File: src/pkg/dma_regs_pkg.sv
// Package: register map, field positions and carrier types of the DMA block.
package dma_regs_pkg;
  localparam int NUM_CH  = 8;
  localparam int DW      = 16;
  localparam int AW      = 8;
  // Per-channel block: eight words at CH_STRIDE, common registers above.
  localparam logic [AW-1:0] OFF_CON    = 8'h00;
  localparam logic [AW-1:0] OFF_REQ    = 8'h01;
  localparam logic [AW-1:0] OFF_PRI    = 8'h02;
  localparam logic [AW-1:0] OFF_SEC    = 8'h03;
  localparam logic [AW-1:0] OFF_PAD    = 8'h04;
  localparam logic [AW-1:0] OFF_COUNT  = 8'h05;
  localparam logic [AW-1:0] CH_STRIDE  = 8'h08;
  localparam logic [AW-1:0] OFF_CS0    = 8'h40;
  localparam logic [AW-1:0] OFF_CS1    = 8'h41;
  localparam logic [AW-1:0] OFF_RADR   = 8'h42;
  localparam int B_EN    = 15;
  localparam int B_SIZE  = 14;
  localparam int B_DIR   = 13;
  localparam int B_HALF  = 12;
  localparam int B_NULL  = 11;
  localparam int B_FORCE = 15;
  localparam logic [DW-1:0] CON_MASK = 16'hF833;
  localparam logic [DW-1:0] REQ_SEL_MASK = 16'h007F;
  localparam logic [DW-1:0] CNT_MASK = 16'h03FF;
  localparam logic [3:0]    LAST_NONE = 4'hF;
  localparam logic [1:0] AM_POSTINC = 2'h0;
  localparam logic [1:0] AM_NOINC   = 2'h1;
  localparam logic [DW-1:0] WORD_STEP = 16'h0002;
  localparam logic [DW-1:0] BYTE_STEP = 16'h0001;

  typedef struct packed {
    logic       enable;
    logic       byteSize;
    logic       toPeriph;
    logic       halfIrq;
    logic       nullWrite;
    logic [1:0] addrStyle;
    logic [1:0] opMode;
  } chan_ctrl_t;

  typedef struct packed {
    logic          valid;
    logic          write;
    logic          byteSize;
    logic [DW-1:0] addr;
    logic [DW-1:0] wdata;
  } bus_req_t;
endpackage

File: src/rtl/dma_channel_register_set.sv
// Eight-channel DMA engine: register set, arbitration and transfer sequencing.
//
// Added by the designer: the strobed register port and the placing of the registers.
`timescale 1ns/1ps
// Summary of operation
// Eight identical channels, each with six own registers.
// Base registers store writes; reads return the working RAM pointer.
// Control bit 15 enables the channel; resets to zero.
// Control bit 14 selects byte transfers, else 16-bit words.
// Control bit 13 set copies RAM to peripheral, clear the reverse.
// Control bit 12 raises the channel interrupt at half block, else full.
// Null-write bit adds a dummy peripheral write; direction bit stays clear.
// Addressing: post-increment, no increment, peripheral indirect (11 too).
// Mode bits choose continuous/one-shot, with or without ping-pong.
// Force bit starts one transfer; only hardware clears it.
// Seven-bit source select picks one of 128 request lines.
// Primary and secondary 16-bit RAM start addresses, reset to zero.
// Software avoids writing address or count registers while enabled.
// Ten-bit count; a block is count plus one transfers.
// Sixteen-bit peripheral address register per channel.
// Peripheral write collision flags in status 0 high byte, clear only.
// RAM write collision flags in status 0 low byte, clear only.
// Last active channel reads 1111 until first transfer, then its number.
// Ping-pong status bits show secondary (1) or primary (0) base.
// Read-only register holds most recent RAM address accessed.
// Each channel pulses an interrupt flag to the interrupt controller.
// Simultaneous requests are granted by fixed channel priority.
// Ping-pong switches between the two bases after every block.
// Lower-numbered channel wins arbitration.
// One-shot clears enable after final block; continuous reloads and stays.
module dma_channel_register_set
  import dma_regs_pkg::*;
#(
  parameter int NCH = NUM_CH
) (
  // Clock and reset
  input  wire logic                 core_clk,
  input  wire logic                 rst,
  // Register port
  input  wire logic [AW-1:0]        regAddr,
  input  wire logic [DW-1:0]        regWdata,
  input  wire logic                 regWrite,
  input  wire logic                 regRead,
  output logic      [DW-1:0]        regRdata,
  // Peripheral side
  input  wire logic [127:0]         irqLines,
  input  wire logic [DW-1:0]        periphRdata,
  input  wire logic                 periphWriteCollision,
  output bus_req_t                  periphReq,
  // Buffer RAM side
  input  wire logic [DW-1:0]        ramRdata,
  input  wire logic                 ramWriteCollision,
  output bus_req_t                  ramReq,
  // Interrupt flags
  output logic      [NCH-1:0]       channelIrqFlag
);
  chan_ctrl_t    ctrl_reg [NCH];
  logic [DW-1:0] primaryBase_reg [NCH];
  logic [DW-1:0] secondaryBase_reg [NCH];
  logic [DW-1:0] periphAddr_reg [NCH];
  logic [9:0]    count_reg [NCH];
  logic [6:0]    reqSel_reg [NCH];
  logic [NCH-1:0] force_reg;
  logic [DW-1:0] workAddr_reg [NCH];
  logic [9:0]    done_reg [NCH];
  logic [NCH-1:0] pingSel_reg;
  logic [NCH-1:0] secondBlock_reg;
  logic [NCH-1:0] pend_reg;
  logic [NCH-1:0] irqPrev_reg;
  logic [7:0]    peripheral_write_collision_reg;
  logic [7:0]    ram_write_collision_reg;
  logic [3:0]    lastCh_reg;
  logic [DW-1:0] recentRam_reg;
  logic [DW-1:0] rdata_next;

  typedef enum logic [1:0] {ST_IDLE, ST_READ, ST_WRITE} xfer_state_t;
  xfer_state_t   state_reg;
  logic [2:0]    act_reg;

  function automatic logic [2:0] chOf(input logic [AW-1:0] a);
    return a[5:3];
  endfunction
  function automatic logic [AW-1:0] offOf(input logic [AW-1:0] a);
    return {5'h00, a[2:0]};
  endfunction
  function automatic logic [DW-1:0] stepOf(input logic b);
    return b ? BYTE_STEP : WORD_STEP;
  endfunction

  logic chSpace;
  assign chSpace = (regAddr < OFF_CS0);

  // A force write in the finishing cycle beats the hardware clear.
  logic forceWr;
  assign forceWr = regWrite && chSpace && offOf(regAddr) == OFF_REQ &&
                   regWdata[B_FORCE];

  // Edge of the selected request line marks one request; level would repeat.
  logic [NCH-1:0] reqNow;
  always_comb begin
    for (int c = 0; c < NCH; c++) begin
      reqNow[c] = irqLines[reqSel_reg[c]];
    end
  end

  logic [NCH-1:0] ready;
  logic [2:0]     grant;
  logic           anyReady;
  always_comb begin
    grant = '0;
    anyReady = 1'b0;
    for (int c = 0; c < NCH; c++) begin
      ready[c] = ctrl_reg[c].enable && (pend_reg[c] || force_reg[c]);
    end
    for (int c = NCH - 1; c >= 0; c--) begin
      if (ready[c]) begin
        grant = 3'(c);
        anyReady = 1'b1;
      end
    end
  end

  // End-of-transfer bookkeeping for the active channel.
  logic          finish;
  logic          blockEnd;
  logic          halfPoint;
  chan_ctrl_t    ac;
  assign finish    = (state_reg == ST_WRITE);
  assign ac        = ctrl_reg[act_reg];
  assign blockEnd  = finish && (done_reg[act_reg] == count_reg[act_reg]);
  assign halfPoint = finish && (done_reg[act_reg] == (count_reg[act_reg] >> 1));

  always_ff @(posedge core_clk or posedge rst) begin
    if (rst) begin
      state_reg <= ST_IDLE;
      act_reg   <= '0;
    end else begin
      unique case (state_reg)
        ST_IDLE: begin
          if (anyReady) begin
            act_reg   <= grant;
            state_reg <= ST_READ;
          end
        end
        ST_READ: state_reg <= ST_WRITE;
        ST_WRITE: state_reg <= ST_IDLE;
      endcase
    end
  end

  // Bus requests for the read and write phases.
  logic [DW-1:0] ramAddrNow;
  logic [DW-1:0] periphAddrNow;
  always_comb begin
    ramAddrNow = workAddr_reg[act_reg];
    if (ac.addrStyle[1]) begin
      ramAddrNow = primaryBase_reg[act_reg] + periphRdata;
    end
    periphAddrNow = periphAddr_reg[act_reg];
  end

  always_ff @(posedge core_clk or posedge rst) begin
    if (rst) begin
      ramReq    <= '0;
      periphReq <= '0;
    end else begin
      ramReq    <= '0;
      periphReq <= '0;
      if (state_reg == ST_IDLE && anyReady) begin
        ramReq.valid    <= ctrl_reg[grant].toPeriph;
        ramReq.addr     <= workAddr_reg[grant];
        ramReq.byteSize <= ctrl_reg[grant].byteSize;
        periphReq.valid <= !ctrl_reg[grant].toPeriph;
        periphReq.addr  <= periphAddr_reg[grant];
        periphReq.byteSize <= ctrl_reg[grant].byteSize;
      end else if (state_reg == ST_READ) begin
        if (ac.toPeriph) begin
          periphReq <= '{1'b1, 1'b1, ac.byteSize, periphAddrNow, ramRdata};
        end else begin
          ramReq <= '{1'b1, 1'b1, ac.byteSize, ramAddrNow, periphRdata};
          if (ac.nullWrite) begin
            periphReq <= '{1'b1, 1'b1, ac.byteSize, periphAddrNow, '0};
          end
        end
      end
    end
  end

  // Register writes, channel progress and automatic state.
  always_ff @(posedge core_clk or posedge rst) begin
    if (rst) begin
      for (int c = 0; c < NCH; c++) begin
        ctrl_reg[c]          <= '0;
        primaryBase_reg[c]   <= '0;
        secondaryBase_reg[c] <= '0;
        periphAddr_reg[c]    <= '0;
        count_reg[c]         <= '0;
        reqSel_reg[c]        <= '0;
        workAddr_reg[c]      <= '0;
        done_reg[c]          <= '0;
      end
      force_reg       <= '0;
      pingSel_reg     <= '0;
      secondBlock_reg <= '0;
    end else begin
      if (finish) begin
        force_reg[act_reg] <= 1'b0;
      end
      if (regWrite && chSpace) begin
        unique case (offOf(regAddr))
          OFF_CON: begin
            ctrl_reg[chOf(regAddr)] <= '{regWdata[B_EN], regWdata[B_SIZE],
              regWdata[B_DIR], regWdata[B_HALF], regWdata[B_NULL],
              regWdata[5:4], regWdata[1:0]};
            if (regWdata[B_EN] && !ctrl_reg[chOf(regAddr)].enable) begin
              workAddr_reg[chOf(regAddr)] <= primaryBase_reg[chOf(regAddr)];
              done_reg[chOf(regAddr)]     <= '0;
              pingSel_reg[chOf(regAddr)]  <= 1'b0;
              secondBlock_reg[chOf(regAddr)] <= 1'b0;
            end
          end
          OFF_REQ: begin
            reqSel_reg[chOf(regAddr)] <= regWdata[6:0];
            if (regWdata[B_FORCE]) begin
              force_reg[chOf(regAddr)] <= 1'b1;
            end
          end
          OFF_PRI: primaryBase_reg[chOf(regAddr)] <= regWdata;
          OFF_SEC: secondaryBase_reg[chOf(regAddr)] <= regWdata;
          OFF_PAD: periphAddr_reg[chOf(regAddr)] <= regWdata;
          OFF_COUNT: count_reg[chOf(regAddr)] <= regWdata[9:0];
          default: ;
        endcase
      end
      if (finish) begin
        done_reg[act_reg]  <= done_reg[act_reg] + 10'h001;
        if (ac.addrStyle == AM_POSTINC) begin
          workAddr_reg[act_reg] <= workAddr_reg[act_reg] + stepOf(ac.byteSize);
        end
        if (blockEnd) begin
          done_reg[act_reg] <= '0;
          if (ac.opMode[1]) begin
            pingSel_reg[act_reg] <= !pingSel_reg[act_reg];
            workAddr_reg[act_reg] <= pingSel_reg[act_reg] ?
              primaryBase_reg[act_reg] : secondaryBase_reg[act_reg];
            secondBlock_reg[act_reg] <= !secondBlock_reg[act_reg];
            if (ac.opMode[0] && secondBlock_reg[act_reg]) begin
              ctrl_reg[act_reg].enable <= 1'b0;
            end
          end else begin
            workAddr_reg[act_reg] <= primaryBase_reg[act_reg];
            if (ac.opMode[0]) begin
              ctrl_reg[act_reg].enable <= 1'b0;
            end
          end
        end
      end
    end
  end

  // Pending requests from selected lines; a new edge beats the grant clear.
  always_ff @(posedge core_clk or posedge rst) begin
    if (rst) begin
      pend_reg    <= '0;
      irqPrev_reg <= '0;
    end else begin
      irqPrev_reg <= reqNow;
      for (int c = 0; c < NCH; c++) begin
        if (reqNow[c] && !irqPrev_reg[c]) begin
          pend_reg[c] <= 1'b1;
        end else if (state_reg == ST_IDLE && anyReady && grant == 3'(c)) begin
          pend_reg[c] <= 1'b0;
        end
      end
    end
  end

  // Status, collisions and interrupt pulses.
  always_ff @(posedge core_clk or posedge rst) begin
    if (rst) begin
      peripheral_write_collision_reg      <= '0;
      ram_write_collision_reg      <= '0;
      lastCh_reg     <= LAST_NONE;
      recentRam_reg  <= '0;
      channelIrqFlag <= '0;
    end else begin
      channelIrqFlag <= '0;
      if (regWrite && regAddr == OFF_CS0) begin
        peripheral_write_collision_reg <= peripheral_write_collision_reg & regWdata[15:8];
        ram_write_collision_reg <= ram_write_collision_reg & regWdata[7:0];
      end
      if (finish) begin
        lastCh_reg <= {1'b0, act_reg};
        if (!ac.toPeriph) begin
          // The write request still holds the address it wrote.
          recentRam_reg <= ramReq.addr;
        end
        if (ac.toPeriph || ac.nullWrite) begin
          peripheral_write_collision_reg[act_reg] <= periphWriteCollision ||
            (peripheral_write_collision_reg[act_reg] && !(regWrite && regAddr == OFF_CS0 &&
             !regWdata[8 + act_reg]));
        end
        if (!ac.toPeriph) begin
          ram_write_collision_reg[act_reg] <= ramWriteCollision ||
            (ram_write_collision_reg[act_reg] && !(regWrite && regAddr == OFF_CS0 &&
             !regWdata[act_reg]));
        end
        if (ac.halfIrq ? halfPoint : blockEnd) begin
          channelIrqFlag[act_reg] <= 1'b1;
        end
      end else if (state_reg == ST_READ && ac.toPeriph) begin
        recentRam_reg <= workAddr_reg[act_reg];
      end
    end
  end

  // Read mux; base registers return the working pointer.
  always_comb begin
    rdata_next = '0;
    if (chSpace) begin
      unique case (offOf(regAddr))
        OFF_CON: rdata_next = {ctrl_reg[chOf(regAddr)].enable,
          ctrl_reg[chOf(regAddr)].byteSize, ctrl_reg[chOf(regAddr)].toPeriph,
          ctrl_reg[chOf(regAddr)].halfIrq, ctrl_reg[chOf(regAddr)].nullWrite,
          5'h00, ctrl_reg[chOf(regAddr)].addrStyle, 2'h0,
          ctrl_reg[chOf(regAddr)].opMode};
        OFF_REQ: rdata_next = {force_reg[chOf(regAddr)], 8'h00,
          reqSel_reg[chOf(regAddr)]};
        OFF_PRI, OFF_SEC: rdata_next = workAddr_reg[chOf(regAddr)];
        OFF_PAD: rdata_next = periphAddr_reg[chOf(regAddr)];
        OFF_COUNT: rdata_next = {6'h00, count_reg[chOf(regAddr)]};
        default: rdata_next = '0;
      endcase
    end else if (regAddr == OFF_CS0) begin
      rdata_next = {peripheral_write_collision_reg, ram_write_collision_reg};
    end else if (regAddr == OFF_CS1) begin
      rdata_next = {4'h0, lastCh_reg, pingSel_reg};
    end else if (regAddr == OFF_RADR) begin
      rdata_next = recentRam_reg;
    end
  end

  always_ff @(posedge core_clk or posedge rst) begin
    if (rst) begin
      regRdata <= '0;
    end else begin
      regRdata <= regRead ? rdata_next : '0;
    end
  end
endmodule // dma_channel_register_set
File: config.mk
export PLATFORM = sky130hd
export DESIGN_NAME = dma_channel_register_set
export DESIGN_NICKNAME = d
export VERILOG_FILES = /design/src/pkg/dma_regs_pkg.sv /design/src/rtl/dma_channel_register_set.sv
export SDC_FILE = /design/constraint.sdc
export NUM_CORES = 2
export LEC_CHECK = 0
export ABC_AREA = 1
export BUFFER_PORTS_ARGS = -buffer_cell sky130_fd_sc_hd__buf_2
export CAP_MARGIN = 10
export CORE_MARGIN = 5
export CORE_UTILIZATION = 40
export DETAILED_ROUTE_END_ITERATION = 10
export MAX_ROUTING_LAYER = met4
export PLACE_DENSITY_LB_ADDON = 0.1
export SLEW_MARGIN = 20
export SYNTH_ARGS = -nofsm -noshare
export SYNTH_HDL_FRONTEND = slang
export SYNTH_SLANG_ARGS = --single-unit
File: constraint.sdc
create_clock -name core_clk -period 32.4 [get_ports core_clk]
set_clock_uncertainty 0.1 [all_clocks]
set_input_delay 6.48 -clock core_clk [delete_from_list [all_inputs] [get_ports core_clk]]
set_output_delay 6.48 -clock core_clk [all_outputs]
set_load 0.005 [all_outputs]
==> summary.txt <==
Routing
  – Drt drc: 0
  – Vias: 75174
  – Drt pass-1 iters: 7
  – Vias per cell: 6.36
  – DR iter-0 viols: 12184
  – Antenna-violating nets left: 0
  – Overall routed net length: 368 mm
  – Routed wire length per instance: 31.2 um

Pwr
  – Switch Pwr: 2.65 mW
  – Share of power burned in combinational logic: 0.452
  – Clock share of power: 0.261
  – Max rail drop VDD: 65.9 uV
  – Switching Fraction: 0.485
  – Seq pwr share: 0.287
  – PD cells: 77.1 mW/mm^2
  – Internal power: 2.82 mW
  – Leakage power: 33.2 nW

Clocking
  – # hold bufs at CTS: 0
  – # H-tree levels: 3
  – Max Root-Sink Buffers: 3
  – Post-cts resize count: 0
  – CTS Buf Count: 115
  – Worst-path clk slew: 0.06 ns
  – CTS tree: built
  – Clock Latency Late Sink: 0.81 ns
  – CTS root buffer: clkbuf_16
  – Clock Sinks: 975
  – Post CTS Setup Buffer Count: 0

Critical path
  – Crit-path slowest cell: buf_4
  – Critical path's largest stage delay: 0.82 ns
  – Critical Path Sink Type: asynchronous set/reset pin
  – CP arrival: 11.22 ns
  – Crit path buffers/inverters: 8
  – Cells traversed along the worst timing path: buf_2 > clkinvlp_4 > buf_4 > buf_4 > buf_4 > buf_4 > buf_4 > buf_4
  – CP max FO: 66
  – Worst setup SP type: primary input
  – Crit-path most repeated cell: buf_4
  – Crit path max-delay family: buffers and inverters
  – Worst path required time: 33.09 ns
  – Critical path class: primary input to asynchronous set/reset pin

STA
  – Hold Vio Cnt, Final: 0
  – Max_slew headroom: 0.136
  – Endpoints failing setup: 0
  – Fin. max-slew vios: 0
  – RSZ-0062 raised after global routing: false
  – Final Critical Period: 10.54 ns
  – Worst hold slack: 0.363 ns
  – F_max: 0.0949 GHz
  – Final worst path period share: 0.325
  – Tightest Pin Transition: 1.28 ns
  – Total negative setup slack: 0 ns

Die
  – Cell row count: 146
  – Initial Util: 0.403
  – IO Pins: 284
  – Die height: 410 um
  – Die ar.: 0.168 mm^2
  – Core area: 0.159 mm^2
  – Die X: 410 um

Place
  – Final HPWL from detailed placement: 240 mm
  – Final Wtd Congestion: 1.05
  – Port Buffers: 283

Final layout
  – Share of cells above drive strength 1: 0.0923
  – Layout Utilization: 0.447
  – Area Overhead vs Synth: 10.9%
  – Nets@finish: 9809

Synth
  – Synth Flop Type: dfrtp_1
  – Synth top cells by count: 3067 x nand2_1, 1591 x o21ai_0, 971 x dfrtp_1
  – Sequential area share after synthesis: 0.381
  – FFs w/ async S/R, synth: 1.00
  – Synth area leaders: dfrtp_1 38%, nand2_1 18%, o21ai_0 12%, nor2_1 5.2%, o22ai_1 4.5%
  – Most numerous cell in the Yosys netlist: nand2_1
  – Yosys top cell area share: 0.380
  – Post-synth top area cell: dfrtp_1
  – Synthesized instance count: 9749
  – EDFF count, synth: 0
  – Yosys warns: 0
  – Cell variety after synth: 59
  – Post-synthesis register bit count: 975
  – Avg Inst Size Synth: 6.57 um^2
  – Synthesized area: 0.0640 mm^2
  – Syn_nets: 9962

Run status
  – Status: finished clean

Run
  – Max Cap Viol: 0

Global route
  – Vias in the first global route: 68213
  – GRT overflow: 0
  – GRT Total Usage: 0.433
  – Initial antenna violation count: 53
  – Largest net degree at the start of global routing: 169
  – First-pass GRT wire length: 516 mm

Hold path
  – Hold Crit Class: flop to flop
==> cell families (layout without fill, tap and decap cells) <==
kind of cell,after synthesis,count (layout),synth area share
AND/OR/NAND/NOR,4686,4686,0.294
AO/OA/AOI/OAI,2623,2623,0.230
buffers and inverters,1420,1363,0.0869
flip-flops,975,975,0.381
adder cells (fa/ha/maj),23,23,0.00473
XOR/XNOR,16,16,0.00219
multiplexers,6,6,0.000958
other,0,48,0
==> final cells by class <==
type                    instances  area, um^2
multi-input cells            7354       34300
inverters                     663        2500
repair buffers                487        3000
clock buffers                 156        3260
diodes                         48         120
flip-flops and latches        975       24400
well taps                    2072        2590
clock inverters                57         840
fillers                     16630       87700
==> power groups by stage <==
stage / sequential (mW) / combinational, mW / clock (mW)
after CTS: 1.56 / 2.36 / 1.44
final: 1.57 / 2.48 / 1.43
after floorplan: 1.53 / 1.42 / 0
after detailed placement: 1.58 / 2.35 / 0
after global placement: 1.58 / 2.34 / 0
after global routing: 1.58 / 2.59 / 1.48
==> metal layers <==
layer,global-route usage,up-vias,part of all wire
met2,0.592,5614,0.40
li1,-,32159,-
met3,0.129,1327,0.13
met1,0.563,36074,0.39
met4,0.258,0,0.073
met5,-,-,0
==> per-stage QoR <==
stage / cell area, um^2 / total power [mW] / cells / worst slack [ns]
detailed placement: 66700 / 3.93 / 11550 / 20.94
global route: 71000 / 5.66 / 11804 / 21.14
finish: 71000 / 5.48 / 11812 / 21.86
global placement: 66700 / 3.92 / 11550 / 20.97
CTS: 70800 / 5.36 / 11763 / 21.75
floorplan: 64000 / 2.94 / 9749 / 12.39
==> final timing paths <==
| kind | from | to | slack (ns) | depth (start not counted) |
|---|---|---|---|---|
| min reg2reg | lastCh_reg[3] | lastCh_reg[3] | 0.36 | 2 |
| max | rst | periphAddr_reg[90] | 21.86 | 8 |
| min | lastCh_reg[3] | lastCh_reg[3] | 0.36 | 2 |
| min in group asynchronous | rst | secondaryBase_reg[64] | 5.83 | 3 |
| max in group core_clk | regAddr[3] | workAddr_reg[54] | 22.00 | 15 |
| max reg2reg | act_reg[0] | workAddr_reg[34] | 25.10 | 15 |
==> worst register-to-register path, cell delays in order, from the launching register on <==
cell	delay, ns
dfrtp_4	0.81
buf_4	0.64
buf_4	0.75
buf_4	0.82
nand2_1	0.59
nor2_1	0.27
nor3_1	0.08
nand2_1	0.07
buf_4	0.38
nand2_1	0.39
nor2_2	0.98
inv_1	0.72
o21ai_0	0.35
nand2_1	0.08
nand3_1	0.07
nand2_1	0.06
==> layout by cell type, fill, tap and decap left out, types with 115 or more instances in the layout <==
| cell type | netlist | routed |
|---|---|---|
| clkbuf_16 | 0 | 115 |
| nand2_1 | 3067 | 3058 |
| o22ai_1 | 460 | 460 |
| inv_1 | 606 | 584 |
| nand3_1 | 491 | 483 |
| buf_4 | 20 | 199 |
| dfrtp_1 | 971 | 958 |
| o21ai_0 | 1591 | 1590 |
| buf_2 | 91 | 283 |
| a21oi_1 | 177 | 177 |
| nand4_1 | 119 | 119 |
| nor2_1 | 882 | 867 |
No activity file was read; power rests on OpenSTA's default activity.
